File: config.mk
export PLATFORM = sky130hd
export DESIGN_NAME = fmf_fan_monitor
export DESIGN_NICKNAME = d
export VERILOG_FILES = /design/src/design/fmf_pkg.sv /design/src/design/fmf_fan_monitor.sv
export SDC_FILE = /design/constraint.sdc
export NUM_CORES = 1
export LEC_CHECK = 0
export BUFFER_PORTS_ARGS = -buffer_cell sky130_fd_sc_hd__buf_2
export CAP_MARGIN = 20
export CELL_PAD_IN_SITES_DETAIL_PLACEMENT = 0
export CELL_PAD_IN_SITES_GLOBAL_PLACEMENT = 2
export CORE_MARGIN = 8
export CORE_UTILIZATION = 41
export DETAILED_ROUTE_END_ITERATION = 10
export PLACE_DENSITY = 0.78
export SKIP_CTS_REPAIR_TIMING = 1
export SLEW_MARGIN = 40
export SYNTH_ARGS = -nofsm -noshare
export SYNTH_HDL_FRONTEND = slang
export SYNTH_SLANG_ARGS = --single-unit
File: constraint.sdc
create_clock -name i_sys_clk -period 11.4 [get_ports i_sys_clk]
set_input_delay 0.57 -clock i_sys_clk [delete_from_list [all_inputs] [get_ports i_sys_clk]]
set_output_delay 0.57 -clock i_sys_clk [all_outputs]
set_load 0.02 [all_outputs]
File: src/design/fmf_pkg.sv
// Purpose: Constants and types for the fan tach monitor and fault block
// Assumes: 25 MHz system clock, byte-wide internal register port
// Notes: Register offsets besides 0x01, 0x02 and 0x20 are local choices
package fmf_pkg;

  // Register offsets
  localparam logic [7:0] ADDR_CFG_ONE = 8'h00;
  localparam logic [7:0] ADDR_CFG_TWO = 8'h01;
  localparam logic [7:0] ADDR_STATUS_ONE = 8'h02;
  localparam logic [7:0] ADDR_CFG_FOUR = 8'h04;
  localparam logic [7:0] ADDR_CNT_LO = 8'h08;
  localparam logic [7:0] ADDR_CNT_HI = 8'h09;
  localparam logic [7:0] ADDR_LOLIM_LO = 8'h0a;
  localparam logic [7:0] ADDR_LOLIM_HI = 8'h0b;
  localparam logic [7:0] ADDR_HILIM_LO = 8'h0c;
  localparam logic [7:0] ADDR_HILIM_HI = 8'h0d;
  localparam logic [7:0] ADDR_FAN_CHAR = 8'h20;
  localparam logic [7:0] ADDR_DUTY = 8'h22;

  // Field positions
  localparam int CFG1_START_BIT = 0;
  localparam int CFG1_FAN_RANGE_IRQ_ENABLE_BIT = 2;
  localparam int CFG1_MODE_LSB = 3;
  localparam int CFG1_FAULT_EN_BIT = 5;
  localparam int CFG2_TACH_MODE_BIT = 1;
  localparam int CFG2_TACH_EN_BIT = 2;
  localparam int CFG4_PULSES_PER_REV_SELECT_BIT = 3;
  localparam int CFG4_FAST_BIT = 5;
  localparam int STAT1_OVERSPEED_BIT = 0;
  localparam int STAT1_FANS_BIT = 1;
  localparam int FCHAR_SPIN_DIS_BIT = 5;

  // Reset values
  localparam logic [7:0] CFG_ONE_RST = 8'h00;
  localparam logic [7:0] CFG_TWO_RST = 8'h00;
  localparam logic [7:0] CFG_FOUR_RST = 8'h00;
  localparam logic [7:0] FAN_CHAR_RST = 8'h05;
  localparam logic [7:0] DUTY_RST = 8'h00;
  localparam logic [15:0] LOLIM_RST = 16'hffff;
  localparam logic [15:0] HILIM_RST = 16'h0000;

  // Duty thresholds, 1 LSB = 1/255
  localparam logic [7:0] DUTY_7PCT = 8'h12;
  localparam logic [7:0] DUTY_30PCT = 8'h4d;
  localparam logic [7:0] DUTY_SPIN_LO = 8'h55;
  localparam logic [7:0] DUTY_FULL = 8'hff;
  localparam logic [7:0] DUTY_ZERO = 8'h00;

  // Timing
  localparam int CLK_HZ = 25_000_000;
  localparam int TICK_HZ = 100_000;
  localparam int TICK_CYC = CLK_HZ / TICK_HZ;
  localparam int MON_SLOW_MS = 1000;
  localparam int MON_FAST_MS = 250;
  localparam int SPIN_UNIT_MS = 200;
  localparam int SPIN_RAMP_STEPS = 170;
  localparam logic [2:0] SPIN_TRIES_MAX = 3'd5;

  typedef enum logic [1:0] {
    MODE_SW_DUTY = 2'b00,
    MODE_SW_SPEED = 2'b01,
    MODE_AUTO_REMOTE = 2'b10,
    MODE_AUTO_MAX = 2'b11
  } fmf_mode_t;

  typedef enum logic [1:0] {
    MS_IDLE = 2'b00,
    MS_WAIT = 2'b01,
    MS_COUNT = 2'b10
  } fmf_meas_t;

  // Spin-up length in 0.2 s units
  function automatic logic [7:0] fmf_spin_units(input logic [2:0] sel);
    case (sel)
      3'd0: fmf_spin_units = 8'd1;
      3'd1: fmf_spin_units = 8'd2;
      3'd2: fmf_spin_units = 8'd3;
      3'd3: fmf_spin_units = 8'd4;
      3'd4: fmf_spin_units = 8'd5;
      3'd5: fmf_spin_units = 8'd10;
      3'd6: fmf_spin_units = 8'd20;
      default: fmf_spin_units = 8'd40;
    endcase
  endfunction

endpackage

File: src/design/fmf_fan_monitor.sv
// Purpose: Fan period measurement, speed limits, spin-up and fault pin
// Assumes: Register port is driven by the serial slave on the same clock
// Notes: Tach pin is synchronised; long timers are module parameters
`timescale 1ns/100ps

module fmf_fan_monitor
  import fmf_pkg::*;
#(
  parameter int MON_SLOW_CYC = CLK_HZ / 1000 * MON_SLOW_MS,
  parameter int MON_FAST_CYC = CLK_HZ / 1000 * MON_FAST_MS,
  parameter int SPIN_UNIT_CYC = CLK_HZ / 1000 * SPIN_UNIT_MS
) (
  input wire logic i_sys_clk, // System clock
  input wire logic i_reset, // Async reset, active high
  input wire logic i_tach, // Tach pin from fan
  input wire logic i_reg_wr, // Register write strobe
  input wire logic i_reg_rd, // Register read strobe
  input wire logic [7:0] i_reg_addr, // Register offset
  input wire logic [7:0] i_reg_wdata, // Write data
  output logic [7:0] o_reg_rdata, // Read data, held
  output logic [7:0] o_duty_out, // Duty to PWM generator
  output logic o_pwm_force_on, // Hold PWM on
  output logic o_correct_en, // Duty correction enable
  output logic [1:0] o_mode, // Control mode selection
  output logic o_spinup_active, // Spin-up running
  output logic o_fan_range_event, // Fan out-of-range event
  output logic o_smbalert_n, // Alert, active low
  output logic o_fault_o, // Fault pin output level
  output logic o_fault_oe // Fault pin drive enable
);

  localparam int SPIN_STEP_CYC = SPIN_UNIT_CYC / (3 * SPIN_RAMP_STEPS);

  // Registers
  logic [7:0] cfg_one_q;
  logic [7:0] config_two_q;
  logic [7:0] cfg_four_q;
  logic [7:0] fan_char_q;
  logic [7:0] duty_cycle_reg_q;
  logic [15:0] lolim_q;
  logic [15:0] hilim_q;
  logic [15:0] fan_period_count_q;
  logic [7:0] hi_hold_q;
  logic frozen_q;

  // Control fields
  wire start_bit = cfg_one_q[CFG1_START_BIT];
  wire fan_range_irq_enable = cfg_one_q[CFG1_FAN_RANGE_IRQ_ENABLE_BIT];
  wire fault_en = cfg_one_q[CFG1_FAULT_EN_BIT];
  wire [1:0] mode = cfg_one_q[CFG1_MODE_LSB +: 2];
  wire tach_en = config_two_q[CFG2_TACH_EN_BIT];
  wire tach_mode = config_two_q[CFG2_TACH_MODE_BIT];
  wire pulses_per_rev_select = cfg_four_q[CFG4_PULSES_PER_REV_SELECT_BIT];
  wire fast_rate = cfg_four_q[CFG4_FAST_BIT];
  wire spinup_disable = fan_char_q[FCHAR_SPIN_DIS_BIT];
  wire [2:0] spinup_time_sel = fan_char_q[2:0];
  wire speed_mode = (mode == MODE_SW_SPEED);

  // Tach synchroniser and filtered level
  logic [2:0] tach_sync_q;
  logic tach_lvl_q;
  wire tach_agree = (tach_sync_q[1] == tach_sync_q[2]);
  wire tach_rise = tach_agree & tach_sync_q[2] & ~tach_lvl_q;

  always_ff @(posedge i_sys_clk or posedge i_reset) begin
    if (i_reset) begin
      tach_sync_q <= 3'b111;
      tach_lvl_q <= 1'b1;
    end else begin
      tach_sync_q <= {tach_sync_q[1:0], i_tach};
      if (tach_agree) begin
        tach_lvl_q <= tach_sync_q[2];
      end
    end
  end

  // 100 kHz tick
  logic [7:0] tick_cnt_q;
  wire tick = (tick_cnt_q == 8'(TICK_CYC - 1));

  always_ff @(posedge i_sys_clk or posedge i_reset) begin
    if (i_reset) begin
      tick_cnt_q <= 8'h00;
    end else begin
      tick_cnt_q <= tick ? 8'h00 : tick_cnt_q + 8'h01;
    end
  end

  // Monitoring permission
  wire low_duty = (duty_cycle_reg_q < DUTY_7PCT);
  wire mon_run = start_bit & tach_en
    & (tach_mode | speed_mode | ~low_duty);

  // Monitoring period timer
  logic [31:0] mon_tmr_q;
  wire [31:0] mon_limit = fast_rate ? 32'(MON_FAST_CYC)
                                    : 32'(MON_SLOW_CYC);
  wire mon_due = mon_run & (mon_tmr_q >= mon_limit - 32'd1);

  always_ff @(posedge i_sys_clk or posedge i_reset) begin
    if (i_reset) begin
      mon_tmr_q <= 32'd0;
    end else begin
      mon_tmr_q <= (~mon_run | mon_due) ? 32'd0 : mon_tmr_q + 32'd1;
    end
  end

  // Period measurement
  fmf_meas_t meas_q;
  fmf_meas_t meas_d;
  logic [15:0] cnt_q;
  logic [15:0] cnt_d;
  logic [2:0] edges_q;
  logic [2:0] edges_d;
  logic spinning_q;
  logic spin_end;

  wire cnt_sat = (cnt_q == 16'hffff);
  wire [2:0] edges_need = pulses_per_rev_select ? 3'd4 : 3'd2;
  wire meas_done = mon_run & (((meas_q == MS_WAIT) & cnt_sat)
    | ((meas_q == MS_COUNT)
    & (cnt_sat | (tach_rise & (edges_q == edges_need - 3'd1)))));
  wire start_meas = mon_run & (meas_q == MS_IDLE)
    & ((mon_due & ~spinning_q) | spin_end);
  wire fan_slow = (cnt_q > lolim_q);
  wire fan_fast = (cnt_q < hilim_q);

  always_comb begin
    meas_d = meas_q;
    cnt_d = cnt_q;
    edges_d = edges_q;
    case (meas_q)
      MS_IDLE: begin
        if (start_meas) begin
          meas_d = MS_WAIT;
          cnt_d = 16'h0000;
          edges_d = 3'd0;
        end
      end
      MS_WAIT: begin
        if (tach_rise) begin
          meas_d = MS_COUNT;
          cnt_d = 16'h0000;
        end else if (tick & ~cnt_sat) begin
          cnt_d = cnt_q + 16'h0001;
        end
      end
      MS_COUNT: begin
        if (tach_rise) begin
          edges_d = edges_q + 3'd1;
        end
        if (tick & ~cnt_sat) begin
          cnt_d = cnt_q + 16'h0001;
        end
      end
      default: meas_d = MS_IDLE;
    endcase
    if (meas_done | ~mon_run) begin
      meas_d = MS_IDLE;
    end
  end

  always_ff @(posedge i_sys_clk or posedge i_reset) begin
    if (i_reset) begin
      meas_q <= MS_IDLE;
      cnt_q <= 16'h0000;
      edges_q <= 3'd0;
      fan_period_count_q <= 16'h0000;
    end else begin
      meas_q <= meas_d;
      cnt_q <= cnt_d;
      edges_q <= edges_d;
      if (meas_done) begin
        fan_period_count_q <= cnt_q;
      end
    end
  end

  // Spin-up sequencing
  logic [31:0] spin_cnt_q;
  logic [31:0] step_cnt_q;
  logic [7:0] spin_duty_q;
  logic settle_q;
  logic [2:0] tries_q;
  logic fail_q;

  wire [7:0] spin_units = fmf_spin_units(spinup_time_sel);
  wire [31:0] spin_len = 32'(spin_units) * 32'(SPIN_UNIT_CYC);
  wire [31:0] step_len = 32'(spin_units) * 32'(SPIN_STEP_CYC);
  wire step_hit = (step_cnt_q >= step_len - 32'd1);
  assign spin_end = spinning_q & (spin_cnt_q >= spin_len - 32'd1);
  wire spin_start = meas_done & fan_slow & ~spinup_disable
    & ~spinning_q;

  always_ff @(posedge i_sys_clk or posedge i_reset) begin
    if (i_reset) begin
      spinning_q <= 1'b0;
      spin_cnt_q <= 32'd0;
      step_cnt_q <= 32'd0;
      spin_duty_q <= DUTY_SPIN_LO;
    end else if (spin_start) begin
      spinning_q <= 1'b1;
      spin_cnt_q <= 32'd0;
      step_cnt_q <= 32'd0;
      spin_duty_q <= DUTY_SPIN_LO;
    end else if (spinning_q) begin
      spinning_q <= ~spin_end;
      spin_cnt_q <= spin_cnt_q + 32'd1;
      step_cnt_q <= step_hit ? 32'd0 : step_cnt_q + 32'd1;
      if (step_hit & (spin_duty_q != DUTY_FULL)) begin
        spin_duty_q <= spin_duty_q + 8'h01;
      end
    end
  end

  always_ff @(posedge i_sys_clk or posedge i_reset) begin
    if (i_reset) begin
      settle_q <= 1'b0;
      tries_q <= 3'd0;
      fail_q <= 1'b0;
    end else begin
      if (spin_end) begin
        settle_q <= 1'b1;
      end else if (meas_done | ~mon_run) begin
        settle_q <= 1'b0;
      end
      if (meas_done & ~fan_slow) begin
        tries_q <= 3'd0;
        fail_q <= 1'b0;
      end else if (meas_done & fan_slow) begin
        if (tries_q == SPIN_TRIES_MAX) begin
          fail_q <= 1'b1;
        end
        if (spin_start & (tries_q != SPIN_TRIES_MAX)) begin
          tries_q <= tries_q + 3'd1;
        end
      end
    end
  end

  // Status flags; a set in the clearing cycle wins
  logic fans_q;
  logic over_q;
  logic over_arm_q;
  logic alert_q;
  wire stat_rd = i_reg_rd & (i_reg_addr == ADDR_STATUS_ONE);
  wire fans_set = (meas_done & fan_slow & ~spinning_q)
    | spin_end;
  wire fans_d = fans_set | (fans_q & ~stat_rd);
  wire over_set = meas_done & fan_fast & over_arm_q;
  wire over_d = over_set | (over_q & ~stat_rd);

  always_ff @(posedge i_sys_clk or posedge i_reset) begin
    if (i_reset) begin
      fans_q <= 1'b0;
      over_q <= 1'b0;
      over_arm_q <= 1'b1;
      alert_q <= 1'b0;
    end else begin
      fans_q <= fans_d;
      over_q <= over_d;
      if (meas_done & ~fan_fast) begin
        over_arm_q <= 1'b1;
      end else if (stat_rd & over_q) begin
        over_arm_q <= 1'b0;
      end
      alert_q <= fan_range_irq_enable & (fans_d | over_d);
    end
  end

  // Duty adjustment toward the PWM generator
  logic [7:0] duty_adj;
  always_comb begin
    duty_adj = duty_cycle_reg_q;
    if (~tach_mode) begin
      if (speed_mode & (duty_cycle_reg_q < DUTY_30PCT)) begin
        duty_adj = DUTY_30PCT;
      end else if (~speed_mode & low_duty) begin
        duty_adj = DUTY_ZERO;
      end
    end
  end

  wire [7:0] duty_d = spinning_q ? spin_duty_q
                    : (settle_q ? DUTY_SPIN_LO : duty_adj);
  wire force_d = ~tach_mode & (meas_q != MS_IDLE);

  always_ff @(posedge i_sys_clk or posedge i_reset) begin
    if (i_reset) begin
      o_duty_out <= DUTY_ZERO;
      o_pwm_force_on <= 1'b0;
    end else begin
      o_duty_out <= duty_d;
      o_pwm_force_on <= force_d;
    end
  end

  // Register write and read
  wire [7:0] status_one = {6'h00, fans_q, over_q};
  logic [7:0] rd_mux;
  always_comb begin
    case (i_reg_addr)
      ADDR_CFG_ONE: rd_mux = cfg_one_q;
      ADDR_CFG_TWO: rd_mux = config_two_q;
      ADDR_STATUS_ONE: rd_mux = status_one;
      ADDR_CFG_FOUR: rd_mux = cfg_four_q;
      ADDR_CNT_LO: rd_mux = fan_period_count_q[7:0];
      ADDR_CNT_HI: rd_mux = frozen_q ? hi_hold_q
                                     : fan_period_count_q[15:8];
      ADDR_LOLIM_LO: rd_mux = lolim_q[7:0];
      ADDR_LOLIM_HI: rd_mux = lolim_q[15:8];
      ADDR_HILIM_LO: rd_mux = hilim_q[7:0];
      ADDR_HILIM_HI: rd_mux = hilim_q[15:8];
      ADDR_FAN_CHAR: rd_mux = fan_char_q;
      ADDR_DUTY: rd_mux = duty_cycle_reg_q;
      default: rd_mux = 8'h00;
    endcase
  end

  always_ff @(posedge i_sys_clk or posedge i_reset) begin
    if (i_reset) begin
      o_reg_rdata <= 8'h00;
      hi_hold_q <= 8'h00;
      frozen_q <= 1'b0;
    end else if (i_reg_rd) begin
      o_reg_rdata <= rd_mux;
      if (i_reg_addr == ADDR_CNT_LO) begin
        hi_hold_q <= fan_period_count_q[15:8];
        frozen_q <= 1'b1;
      end else if (i_reg_addr == ADDR_CNT_HI) begin
        frozen_q <= 1'b0;
      end
    end
  end

  always_ff @(posedge i_sys_clk or posedge i_reset) begin
    if (i_reset) begin
      cfg_one_q <= CFG_ONE_RST;
      config_two_q <= CFG_TWO_RST;
      cfg_four_q <= CFG_FOUR_RST;
      fan_char_q <= FAN_CHAR_RST;
      duty_cycle_reg_q <= DUTY_RST;
      lolim_q <= LOLIM_RST;
      hilim_q <= HILIM_RST;
    end else if (i_reg_wr) begin
      case (i_reg_addr)
        ADDR_CFG_ONE: cfg_one_q <= i_reg_wdata;
        ADDR_CFG_TWO: config_two_q <= i_reg_wdata;
        ADDR_CFG_FOUR: cfg_four_q <= i_reg_wdata;
        ADDR_FAN_CHAR: fan_char_q <= i_reg_wdata;
        ADDR_DUTY: duty_cycle_reg_q <= i_reg_wdata;
        ADDR_LOLIM_LO: lolim_q[7:0] <= i_reg_wdata;
        ADDR_LOLIM_HI: lolim_q[15:8] <= i_reg_wdata;
        ADDR_HILIM_LO: hilim_q[7:0] <= i_reg_wdata;
        ADDR_HILIM_HI: hilim_q[15:8] <= i_reg_wdata;
        default: ;
      endcase
    end
  end

  // Outputs
  assign o_correct_en = ~tach_mode;
  assign o_mode = mode;
  assign o_spinup_active = spinning_q;
  assign o_fan_range_event = alert_q;
  assign o_smbalert_n = ~alert_q;
  assign o_fault_o = 1'b0;
  assign o_fault_oe = fault_en & fail_q;

endmodule

**Yosys cells after proc, flatten, opt, wreduce, memory -nomap -nowiden**

Index checks and enable logic that the tools add are counted.

- Equal/unequal tests: 32
- Mux-type cells: 45
- Bitwise gates (word level): 57
- Reduce and logical (&&, ||, !) cells: 31
- Add/subtract/negate cells: 12
- Order comparisons: 7
- Multiply operators: 2

Operators by type and width:

| kind | count |
|---|---|
| 32-bit 2-to-1 mux | 6 |
| 32-bit by 1-bit adder with 32-bit output, second input constant | 3 |
| 32-bit greater-or-equal comparator | 3 |
| 8-bit case mux with 12 select lines | 1 |
| 8-bit 2-to-1 mux | 10 |
| 8-bit by 4-bit equality test with 1-bit output, second input constant | 6 |
| 16-bit 2-to-1 mux | 3 |
| 16-bit case mux with 3 select lines | 1 |
| 6-bit case mux with 7 select lines | 1 |
| 1-bit AND | 33 |
| 31-bit by 1-bit subtractor with 32-bit output, second input constant | 1 |
| 2-bit AND reduction | 15 |
| 25-bit by 1-bit subtractor with 26-bit output, second input constant | 1 |
| 8-bit by 17-bit multiplier with 25-bit output, second input constant | 1 |
| 25-bit 2-to-1 mux | 1 |
| 22-bit by 1-bit subtractor with 23-bit output, second input constant | 1 |
| 8-bit by 14-bit multiplier with 22-bit output, second input constant | 1 |
| 2-bit nonzero test | 10 |
| 3-bit 2-to-1 mux | 6 |
| 16-bit by 1-bit adder with 16-bit output, second input constant | 1 |
| 8-bit by 1-bit adder with 8-bit output, second input constant | 2 |
| 16-bit equality test, second input constant | 1 |
| 8-bit by 6-bit equality test with 1-bit output, second input constant | 2 |
| 16-bit greater-than comparator | 1 |
| 32 further kinds | 75 |

- Output and inout port bits: 25
- Flip-flop bits (word level): 261
- Input bits: 21
- Word-level logic and storage cells: 219

**Depth between registers and ports, before layout**

- Depth in word-level cells: 15
- Mapped depth: 41
- Gate-level depth less buffers: 37

**Worst setup path before layout**

No wires, ideal clock.

- Path kind: register -> register
- Start: reg fan_char_q[0]
- End: reg cnt_q[10]
- Setup time: 129 ps
- Clock period less this slack: 8428 ps
- Data arrival time: 8299 ps
- Setup slack: 2972 ps
- Stages on the path, launching flop included: 40
- Data required time: 11271 ps
- Path buffers: 4
- Cell sequence: dfstp_2 -> buf_2 -> inv_1 -> ha_1 -> buf_2 -> inv_1 -> nor2_1 -> inv_1 -> clkbuf_1 -> ha_1 -> o221ai_1 -> inv_1 -> nor2_1 -> inv_1 -> ha_1 -> ha_1 -> inv_1 -> fa_1 -> (+4 left out) -> nor2b_1 -> o211ai_1 -> a31oi_1 -> o31ai_4 -> o221ai_1 -> mux2_2 -> a2111oi_4 -> nand4b_1 -> xnor2_1 -> ha_1 -> o21ai_0 -> nand2_1 -> a211oi_1 -> o22ai_1 -> a221oi_2 -> nand2b_1 -> buf_2 -> o21ai_0

- Longest elaborated chain between the ends: 10
- Elaborated cells on any way between the ends: 16
- Classes of those cells: add/sub: 1; mul: 1; order compare: 1; eq/ne: 7; mux: 1; bitwise: 3; reduce/logical: 2

RTL lines:

| what | line | source |
|---|---|---|
| start: declaration | fmf_fan_monitor.sv:38 | `logic [7:0] fan_char_q;` |
| start signal: assignment | fmf_fan_monitor.sv:350 | `ADDR_FAN_CHAR: fan_char_q <= i_reg_wdata;` |
| 3-bit equality test (tied with other cells) | fmf_pkg.sv:74 | `case (sel)` |
| 6-bit case mux with 7 select lines (*) | fmf_pkg.sv:74 |  |
| 8-bit by 17-bit multiplier with 25-bit output (*) | fmf_fan_monitor.sv:188 | `wire [31:0] spin_len = 32'(spin_units) * 32'(SPIN_UNIT_CYC);` |
| 31-bit by 1-bit subtractor with 32-bit output (*) | fmf_fan_monitor.sv:191 | `assign spin_end = spinning_q & (spin_cnt_q >= spin_len - 32'd1);` |
| 32-bit greater-or-equal comparator (*) | fmf_fan_monitor.sv:191 |  |
| 1-bit AND (*) | fmf_fan_monitor.sv:191 |  |
| 1-bit OR (*) | fmf_fan_monitor.sv:124 | `& ((mon_due & ~spinning_q) \| spin_end);` |
| 1-bit AND (*) | fmf_fan_monitor.sv:124 |  |
| 2-bit != test (no source line) (*) | -- |  |
| 2-bit AND reduction (no source line) (*) | -- |  |
| end signal: assignment | fmf_fan_monitor.sv:171 | `cnt_q <= cnt_d;` |
| end: declaration | fmf_fan_monitor.sv:111 | `logic [15:0] cnt_q;` |

Every way passes the cells marked *; elsewhere a longest branch is shown, timed or not.
A chain may end at the register's enable or synchronous reset.

**Worst setup path after layout**

Ends and elaborated chain as after synthesis.

==> results.sh <==
export IMPL_ys_warn_count=0
export IMPL_fillers=4099
export IMPL_period_share_pct=88.5
export IMPL_clock_latency_ns=0.57
export IMPL_r2r_cells=40
export IMPL_avgSynthCellArea_um2=9.54
export IMPL_syn2layout_area_growth_pct=11.0
export IMPL_cts_sinks=261
export IMPL_firstDrtPassIters=7
export IMPL_antenna_found_initial=1
export IMPL_synth_edff_count=0
export IMPL_portBuffers=44
export IMPL_r2r_setup_slack_ns=1.31
export IMPL_overflow=0
export IMPL_layout_nets=2073
export IMPL_dieHeight_um=221
export IMPL_wl_met3_um=2140
export IMPL_reg2reg_from="fan_char_q[0]"
export IMPL_synth_distinct_cells=79
export IMPL_grt_start_max_net_pins=145
export IMPL_powerDensity_mw_per_mm2=135
export IMPL_synth_main_ff_cell="dfrtp_1"
export IMPL_crit_slowest_cell="nor4_1"
export IMPL_worst_path_largest_cell_delay_ns=0.54
export IMPL_synth_seq_cells=261
export IMPL_ys_async_sr_fraction_pct=100
export IMPL_r2r_end="cnt_q[10]"
export IMPL_cts_tree="yes"
export IMPL_timing_worst_setup_path_type="reg2reg"
export IMPL_clk_path_buf_depth=3
export IMPL_leakagePower_nw=9.14
export IMPL_place_gp_congestion=0.871
export IMPL_dieArea_mm2=0.0488
export IMPL_min_path_type="in2async"
export IMPL_clk_pin_slew_ns=0.07
export IMPL_avgViaCountPerCell=5.60
export IMPL_grt_pass1_vias=13600
export IMPL_cts_max_level=1
export IMPL_io_pins=46
export IMPL_outcome="completed"
export IMPL_rsz0062_at_grt="false"
export IMPL_path_max_fanout=18
export IMPL_wl_per_cell_um=19.9
export IMPL_ir_drop_uv=114
export IMPL_n_antenna_cell=0
export IMPL_dp_final_hpwl_um=35500
export IMPL_m1WireLength_um=22700
export IMPL_grt_usage_pct=19.2
export IMPL_root_buffer="clkbuf_16"
export IMPL_die_w_um=221
export IMPL_layout_cells_non_filler=2421
export IMPL_setup_viol=0
export IMPL_worstSetupStartpoint="fan_char_q[0]"
export IMPL_synthesis_area_mm2=0.0172
export IMPL_maxCapViolCount=0
export IMPL_core_rowCount=75
export IMPL_endpoint="cnt_q[10]"
export IMPL_required_ns=11.81
export IMPL_finalWirelength_um=48300
export IMPL_hold_violations=0
export IMPL_cp_end_kind="flip-flop"
export IMPL_top_layer_used="met5"
export IMPL_dr_wl_met2_um=22100
export IMPL_crit_top_cell="inv_1"
export IMPL_skew_ns=0.0125
export IMPL_min_period_ns=10.09
export IMPL_relSlewSlack_pct=45.9
export IMPL_ys_seq_area_share_pct=38.1
export IMPL_antenna_left=0
export IMPL_tns_ns=0
export IMPL_grt_pass1_wl_um=76400
export IMPL_fmax_ghz=0.0991
export IMPL_cts_made_buffers=31
export IMPL_drv_slew=0
export IMPL_worstMarginPinSlew_ns=0.811
export IMPL_vias=13500
export IMPL_drt_iter0_drc=899
export IMPL_fp_coreArea_mm2=0.0417
export IMPL_drc_errors=0
export IMPL_initial_core_util_pct=41.3
export IMPL_cp_data_arrival_time_ns=10.50
export IMPL_synth_cells=1805
export IMPL_drive_gt1_share_pct=13.7
export IMPL_numPlacedInstances=2363
export IMPL_crit_path_start_kind="flip-flop"
worst max-delay path, delay by kind of cell (launching register included):
kind	cells	cell delay [ns]
and+or+nand+nor	8	2.24
AOI/OAI and AO/OA	13	2.55
buffers and inverters	11	2.04
adders and majority gates	8	2.62
DFF	1	0.43
cell type report:
type | count | area [um^2] | area share, %
Timing Repair Buffer | 60 | 377 | 1.97
Inverter | 111 | 429 | 2.25
Sequential cell | 261 | 6570 | 34.4
Clock inverter | 16 | 93.8 | 0.491
Tap cell | 539 | 674 | 3.53
Multi-Input combinational cell | 1393 | 10100 | 52.8
Clock buffer | 41 | 873 | 4.57
layout by cell type (no fill, tap or decap), types with 47 or more instances in the layout:
cell	count
o21ai_0	110
nand2_1	184
xnor2_1	47
mux2_2	78
a21oi_1	78
inv_1	110
ha_1	182
nand3_1	80
nor2_1	110
dfrtp_1	234
cell families (layout without fill, tap and decap cells):
kind of cell,count (synthesis),after routing,synth area share (%)
mux,106,106,6.73
flops,261,261,38.1
compound gates,392,392,15.1
other cells,1,8,0.0218
xor+xnor,83,83,4.22
buf+inv,158,228,3.61
fa+ha+maj,194,194,14.6
simple gates,610,610,17.6
metrics by stage:
step	power [W]	hold slack, ns	instance area, um^2	setup WS (ns)	util (%)
floorplan	0.00148	0.345	17200	2.97	-
global placement	0.00164	0.353	18100	1.90	43.4
detailed placement	0.00164	0.348	18100	1.58	43.5
CTS	0.00261	0.0732	19100	1.53	45.8
global route	0.00273	0.0730	19100	0.474	45.9
finish	0.00258	0.0824	19100	1.31	45.9
worst min-delay path by stage:
stage                    from        endpoint  slack, ns  depth (start not counted)
2_1_floorplan  tach_sync_q[0]  tach_sync_q[1]       0.35                          0
3_3_place_gp   tach_sync_q[0]  tach_sync_q[1]       0.35                          0
3_5_place_dp   tach_sync_q[0]  tach_sync_q[1]       0.35                          0
4_1_cts                i_tach  tach_sync_q[0]       0.07                          1
5_1_grt                i_tach  tach_sync_q[0]       0.07                          1
6_report              i_reset  step_cnt_q[10]       0.08                          2
synth_stat cells (6+ instances only):
| cell | count | share of area (%) |
|---|---|---|
| nor3_1 | 28 | 0.81 |
| nor2b_1 | 19 | 0.69 |
| and4_1 | 7 | 0.36 |
| o31ai_1 | 10 | 0.44 |
| o21ai_0 | 110 | 3.2 |
| nand3_1 | 80 | 2.3 |
| fa_1 | 12 | 1.4 |
| nand2_1 | 185 | 4.0 |
| inv_1 | 111 | 2.4 |
| a31oi_1 | 26 | 0.94 |
| o21a_1 | 11 | 0.48 |
| mux2i_1 | 28 | 1.6 |
| a211o_1 | 6 | 0.31 |
| xnor2_1 | 47 | 2.4 |
| or2_2 | 17 | 0.62 |
| nand4_1 | 22 | 0.80 |
| and3_1 | 44 | 1.6 |
| mux2_2 | 78 | 5.1 |
| clkbuf_1 | 33 | 0.72 |
| ha_1 | 182 | 13 |
| a211oi_1 | 12 | 0.52 |
| xor2_1 | 36 | 1.8 |
| nor2_1 | 111 | 2.4 |
| a21oi_1 | 78 | 2.3 |
| o211ai_1 | 11 | 0.48 |
| buf_2 | 7 | 0.20 |
| a221oi_1 | 21 | 1.1 |
| nand2b_1 | 24 | 0.87 |
| and2_1 | 12 | 0.44 |
| a21o_1 | 44 | 1.9 |
| dfstp_2 | 27 | 4.1 |
| dfrtp_1 | 234 | 34 |
| or3_1 | 15 | 0.55 |
| nor4_1 | 16 | 0.58 |
report_power, final:
| group | internal [W] | total [W] | switching, W |
|---|---|---|---|
| logic | 0.000268 | 0.000633 | 0.000365 |
| registers | 0.000959 | 0.000996 | 0.0000373 |
| clock network | 0.000537 | 0.000948 | 0.000411 |
registers in the layout, summed over array words and instances (netlist names), 16 cells and up:
signal and count:
lolim_q 16, spin_cnt_q 32, hilim_q 16, cnt_q 16, step_cnt_q 32, fan_period_count_q 16
mon_tmr_q 32
per-layer routing:
metal	track usage [%]	vias up
li1	-	6612
met1	25.8	6625
met2	31.6	236
met3	3.20	72
met4	5.66	2
met5	0	-
(Power assumes the default switching activity.)
